## src/verilog/lcm_pkg.sv

```systemverilog
// Constants and types for the ladder code mapper
//
// How it works
// - The hold byte is an 8-bit two's-complement sample in both modes.
// - Output is a 10-bit ladder code, zero lowest, all ones highest.
// - Full scale: inverted sign, hold bits 6..0, control bits 5..4.
// - Full scale spans -512..+511; 80H/00 gives 000H, 00H/00 gives 200H.
// - Half scale: inverted sign, whole hold byte, control bit 5; bit 4 ignored.
// - Half scale spans -256..+255, codes 100H to 2FFH.
// - Control bit 3 set selects half scale, clear selects full scale.
`default_nettype none

package lcm_pkg;

    // Register indices; byte address is four times the index
    localparam logic [7:0]  LCM_IDX_ANALOG_CONTROL = 8'hef;
    localparam logic [7:0]  LCM_IDX_HOLD_BYTE      = 8'hfa;
    localparam logic [7:0]  LCM_IDX_CODE_STATUS    = 8'hf1;
    localparam int          LCM_ADDR_W             = 12;
    localparam logic [11:0] LCM_ADDR_ANALOG_CONTROL = {2'h0, LCM_IDX_ANALOG_CONTROL, 2'h0};
    localparam logic [11:0] LCM_ADDR_HOLD_BYTE      = {2'h0, LCM_IDX_HOLD_BYTE, 2'h0};
    localparam logic [11:0] LCM_ADDR_CODE_STATUS    = {2'h0, LCM_IDX_CODE_STATUS, 2'h0};

    // Field positions in the analog control register
    localparam int LCM_CTL_GUARD_BIT = 7;
    localparam int LCM_CTL_HALF_BIT  = 3;

    // Widths and reset values
    localparam int         LCM_CODE_W        = 10;
    localparam logic [7:0] LCM_HOLD_RESET    = 8'h80;
    localparam logic [6:0] LCM_CTL_RESET     = 7'h00;
    localparam logic [9:0] LCM_CODE_RESET    = 10'h000;

    // Analog control register layout
    typedef struct packed {
        logic guard_n;
        logic spare;
        logic low_code_bit_high;
        logic low_code_bit_low;
        logic half_swing_select;
        logic power_sel;
        logic aux_sel;
        logic front_end_on;
    } lcm_ctl_s;

    typedef logic [LCM_CODE_W-1:0] lcm_code_t;

endpackage : lcm_pkg

`default_nettype wire

```

## src/verilog/lcm_top.sv

```systemverilog
// Ladder code mapper: APB registers and 10-bit ladder code generation
//
// Chosen here: the APB interface to the registers.
`default_nettype none

module lcm_top (
    // Clock and reset
    input  wire logic              pclk,
    input  wire logic              presetn,
    // APB slave
    input  wire logic              psel,
    input  wire logic              penable,
    input  wire logic              pwrite,
    input  wire logic [11:0]       paddr,
    input  wire logic [31:0]       pwdata,
    input  wire logic [3:0]        pstrb,
    output logic                   pready,
    output logic      [31:0]       prdata,
    output logic                   pslverr,
    // Ladder side
    output lcm_pkg::lcm_code_t     ladder_code,
    output lcm_pkg::lcm_ctl_s      analog_control
);
    import lcm_pkg::*;

    ////////////////////////////////////////////////////////////////////////
    // Bus decode

    logic setup_phase;
    logic access_phase;
    logic hit_ctl;
    logic hit_hold;
    logic hit_status;
    logic hit_any;
    logic wr_ctl;
    logic wr_hold;

    always_comb begin
        setup_phase  = psel & ~penable;
        access_phase = psel & penable;
        hit_ctl      = (paddr == LCM_ADDR_ANALOG_CONTROL);
        hit_hold     = (paddr == LCM_ADDR_HOLD_BYTE);
        hit_status   = (paddr == LCM_ADDR_CODE_STATUS);
        hit_any      = hit_ctl | hit_hold | hit_status;
        wr_ctl       = access_phase & pwrite & hit_ctl & pstrb[0];
        wr_hold      = access_phase & pwrite & hit_hold & pstrb[0];
    end

    ////////////////////////////////////////////////////////////////////////
    // Registers

    logic [7:0] hold_q;
    logic [7:0] hold_d;
    logic [6:0] ctl_q;
    logic [6:0] ctl_d;
    logic       guard_ok;

    always_comb begin
        hold_d   = hold_q;
        ctl_d    = ctl_q;
        // Guard low in the written value opens the control bits
        guard_ok = ~pwdata[LCM_CTL_GUARD_BIT];
        if (wr_hold) begin
            hold_d = pwdata[7:0];
        end
        if (wr_ctl && guard_ok) begin
            ctl_d = pwdata[6:0];
        end
    end

    always_ff @(posedge pclk or negedge presetn) begin
        if (!presetn) begin
            hold_q <= LCM_HOLD_RESET;
            ctl_q  <= LCM_CTL_RESET;
        end else begin
            hold_q <= hold_d;
            ctl_q  <= ctl_d;
        end
    end

    ////////////////////////////////////////////////////////////////////////
    // Ladder code mapping

    lcm_ctl_s  ctl_view;
    lcm_code_t code_d;
    lcm_code_t code_q;

    always_comb begin
        ctl_view = lcm_ctl_s'({1'b0, ctl_q});
        if (ctl_view.half_swing_select) begin
            // Sign inverted, full byte in the middle, one low bit
            code_d = {~hold_q[7], hold_q, ctl_view.low_code_bit_high};
        end else begin
            code_d = {~hold_q[7], hold_q[6:0], ctl_view.low_code_bit_high,
                      ctl_view.low_code_bit_low};
        end
    end

    // Code follows the registers one edge later
    always_ff @(posedge pclk or negedge presetn) begin
        if (!presetn) begin
            code_q <= LCM_CODE_RESET;
        end else begin
            code_q <= code_d;
        end
    end

    assign ladder_code    = code_q;
    assign analog_control = ctl_view;

    ////////////////////////////////////////////////////////////////////////
    // Read data, captured in the setup cycle

    logic [31:0] rdata_d;
    logic [31:0] rdata_q;
    logic        err_d;
    logic        err_q;

    always_comb begin
        rdata_d = rdata_q;
        err_d   = err_q;
        if (setup_phase) begin
            err_d   = ~hit_any;
            rdata_d = 32'h0000_0000;
            if (hit_ctl) begin
                rdata_d = {25'h0, ctl_q};
            end
            if (hit_hold) begin
                rdata_d = {24'h0, hold_q};
            end
            if (hit_status) begin
                rdata_d = {22'h0, code_q};
            end
        end
    end

    always_ff @(posedge pclk or negedge presetn) begin
        if (!presetn) begin
            rdata_q <= 32'h0000_0000;
            err_q   <= 1'b0;
        end else begin
            rdata_q <= rdata_d;
            err_q   <= err_d;
        end
    end

    assign pready  = 1'b1;
    assign prdata  = (access_phase & ~pwrite) ? rdata_q : 32'h0000_0000;
    assign pslverr = access_phase & err_q;
endmodule // lcm_top

`default_nettype wire

```

## config.mk

```make
export PLATFORM = sky130hd
export DESIGN_NAME = lcm_top
export DESIGN_NICKNAME = d
export VERILOG_FILES = /design/src/verilog/lcm_pkg.sv /design/src/verilog/lcm_top.sv
export SDC_FILE = /design/constraint.sdc
export NUM_CORES = 1
export LEC_CHECK = 0
export ABC_AREA = 1
export BUFFER_PORTS_ARGS = -buffer_cell sky130_fd_sc_hd__buf_4
export CAP_MARGIN = 20
export CORE_ASPECT_RATIO = 1.4
export CORE_MARGIN = 8
export CORE_UTILIZATION = 46
export CTS_CLUSTER_SIZE = 24
export DETAILED_ROUTE_END_ITERATION = 10
export PLACE_DENSITY = 0.8
export SYNTH_ARGS = -nofsm -noshare
export SYNTH_HDL_FRONTEND = slang
export SYNTH_SLANG_ARGS = --single-unit
```

## constraint.sdc

```tcl
create_clock -name pclk -period 1.5 [get_ports pclk]
set_clock_uncertainty 0.05 [all_clocks]
set_input_delay 0.3 -clock pclk [delete_from_list [all_inputs] [get_ports pclk]]
set_output_delay 0.3 -clock pclk [all_outputs]
set_load 0.02 [all_outputs]
```

==> impl_metrics.json <==
{
  "outcome": "finished, final reports clean",
  "hpwl_um": 3700,
  "setup_violations": 0,
  "fin_crit_sh": 0.879,
  "num_vias": 1778,
  "ys_ff_latch": 36,
  "net-switching-power_uw": 495,
  "cp-start-kind": "flip-flop",
  "pwr-share-seq": 0.512,
  "crit_required_ns": 1.15,
  "cts_hold_buf": 1,
  "grt_pass1_vias": 1756,
  "path_cells": "buf_4",
  "p_int_uw": 1410,
  "p_per_area_mw_per_mm2": 732,
  "synth_cell_types": 24,
  "reg2reg_from": "ctl_q[3]",
  "postCtsSetupBuffers": 0,
  "htreeDepth": 2,
  "cts_buffer_depth": 2,
  "p_comb_frac": 0.115,
  "start_util": 0.471,
  "root_buffer": "clkbuf_8",
  "syn_inst": 266,
  "drtIter0Drc": 113,
  "final_cell_mix": "nand2_1 (59), buf_4 (58), inv_1 (39)",
  "grt_pass1_wl_um": 7840,
  "worst-path-buf-inv": 1,
  "rsz0062_at_grt": "no",
  "fmax_ghz": 0.759,
  "track_usage": 0.142,
  "swShare": 0.260,
  "grt_max_degree": 37,
  "dieArea_mm2": 0.00706,
  "ir_drop_uv": 579,
  "critical_path_class": "flip-flop to primary output",
  "critPathCaptureType": "primary output",
  "slowest_stage": "dfrtp_1",
  "clock_sink_count": 36,
  "portBuffers": 53,
  "wirelength_um": 4700,
  "wl_per_cell_um": 12.1,
  "core.rowCount": 29,
  "cts_resized": 0,
  "core_area_mm2": 0.00450,
  "post-route-drc-count": 0,
  "fill_cells": 448,
  "layout.cells.most_common": "nand2_1",
  "gp_congestion": 0.866,
  "insertion_delay_ns": 0.29,
  "antenna_cells": 0,
  "pin_count": 105,
  "critPathArrivalTime_ns": 0.97,
  "dr.pass1.iters": 4,
  "fin_nets": 377,
  "hold_path.class": "input pin to flip-flop",
  "slowest_delay_ns": 0.48,
  "die_y_um": 96.3,
  "cts_made_buffers": 5,
  "drive_above_1_share": 0.305,
  "synth-warning-count": 0,
  "gr-total-overflow": 0,
  "ant_nets": 0,
  "die_w_um": 73.3,
  "worstPathMaxFanout": 8,
  "min_from": "pwdata[4]",
  "antenna_found_initial": 0,
  "clkPwrFrac": 0.372,
  "drv_slew": 0,
  "cts_tree": "done",
  "cap_violations": 0,
  "via_per_inst": 4.59,
  "period_needed_ns": 1.32,
  "syn_avg_cell_area_um2": 7.96,
  "tns_ns": 0,
  "area_growth_pct": 23.0,
  "ys_seq_area_frac": 0.426,
  "startpoint": "ctl_q[3]",
  "critical-path-top-delay-family": "flip-flops",
  "place_inst": 378,
  "netlist_area_mm2": 0.00212,
  "clk_pin_slew_ns": 0.07,
  "stdcell_count": 387,
  "p_leak_uw": 0.00140,
  "hold_viol_final": 0
}
==> cell families after synthesis <==
| group | after synthesis | share of synthesized area |
|---|---|---|
| other | 2 | 0.00355 |
| AOI/OAI and AO/OA | 25 | 0.0851 |
| DFF | 36 | 0.426 |
| buffers and inverters | 70 | 0.178 |
| and+or+nand+nor | 132 | 0.301 |
| muxes | 1 | 0.00532 |
==> power by group through the flow <==
stage          Clock [µW]  Sequential [µW]  Combinational, µW
5_1_grt               772              976                242
3_5_place_dp            0              994                218
4_1_cts               725              976                220
6_report              709              976                220
3_3_place_gp            0              994                213
2_1_floorplan           0              994                169
==> per-stage QoR <==
stage	area, µm²	worst slack [ns]	hold WS (ns)	power (µW)	utilization
after floorplan	2200	0.266	-0.0456	1160	-
after detailed placement	2500	-0.0830	0.231	1210	0.556
after CTS	2600	0.174	0.227	1920	0.579
after global placement	2500	-0.0344	0.221	1210	0.556
after global routing	2600	0.112	0.226	1990	0.579
final	2600	0.182	0.230	1910	0.579
==> flip-flops by register name, summed over array words and instances, names as in the netlist <==
signal / count
err_q: 1
rdata_q: 10
ctl_q: 7
ladder_code: 10
hold_q: 8
==> tightest hold or removal path, cell delays in order <==
cell     delay, ns
buf_4         0.07
inv_1         0.05
o21ai_2       0.12
==> synth_stat cells <==
cell | n | area [µm²]
buf_2 | 2 | 10.0
o21ai_1 | 1 | 5.00
a21oi_1 | 4 | 20.0
clkbuf_1 | 1 | 3.75
nand2_2 | 8 | 50.1
nor2_8 | 1 | 20.0
dfstp_2 | 1 | 26.3
buf_6 | 2 | 22.5
inv_1 | 39 | 146
nor3_2 | 1 | 10.0
nand2_1 | 59 | 221
o22ai_1 | 2 | 12.5
o21ai_2 | 14 | 123
nand3_1 | 24 | 120
o21ai_0 | 4 | 20.0
conb_1 | 2 | 7.51
nand4_4 | 1 | 21.3
mux2_2 | 1 | 11.3
nor2_4 | 3 | 33.8
dfrtp_1 | 35 | 876
nor2_2 | 2 | 12.5
nor2_1 | 23 | 86.3
buf_4 | 26 | 195
nand4_1 | 10 | 62.6
==> final cells by class <==
type | instances | area, µm² | share of cell area
Clock buffer | 6 | 82.6 | 0.0317
Clock inverter | 2 | 10.0 | 0.00384
Inverter | 39 | 146 | 0.0562
Multi-Input combinational cell | 182 | 920 | 0.353
Sequential cell | 36 | 902 | 0.346
Tap cell | 62 | 77.6 | 0.0298
Timing Repair Buffer | 60 | 465 | 0.179
==> worst paths after layout <==
check | endpoint | slack, ns | depth (start not counted)
max | analog_control[3] | 0.18 | 1
min | ctl_q[4] | 0.23 | 3
max reg2reg | ladder_code[3] | 0.49 | 3
min reg2reg | ladder_code[9] | 0.43 | 1
max in group asynchronous | hold_q[7] | 0.62 | 2
min in group asynchronous | rdata_q[0] | 0.45 | 2
==> per-layer routing <==
layer | share of wire | track usage
met5 | 0 | 0
met4 | 0.031 | 0.0786
met3 | 0.085 | 0.0438
met2 | 0.54 | 0.263
met1 | 0.35 | 0.137
Power figures use the tool's default switching activity.
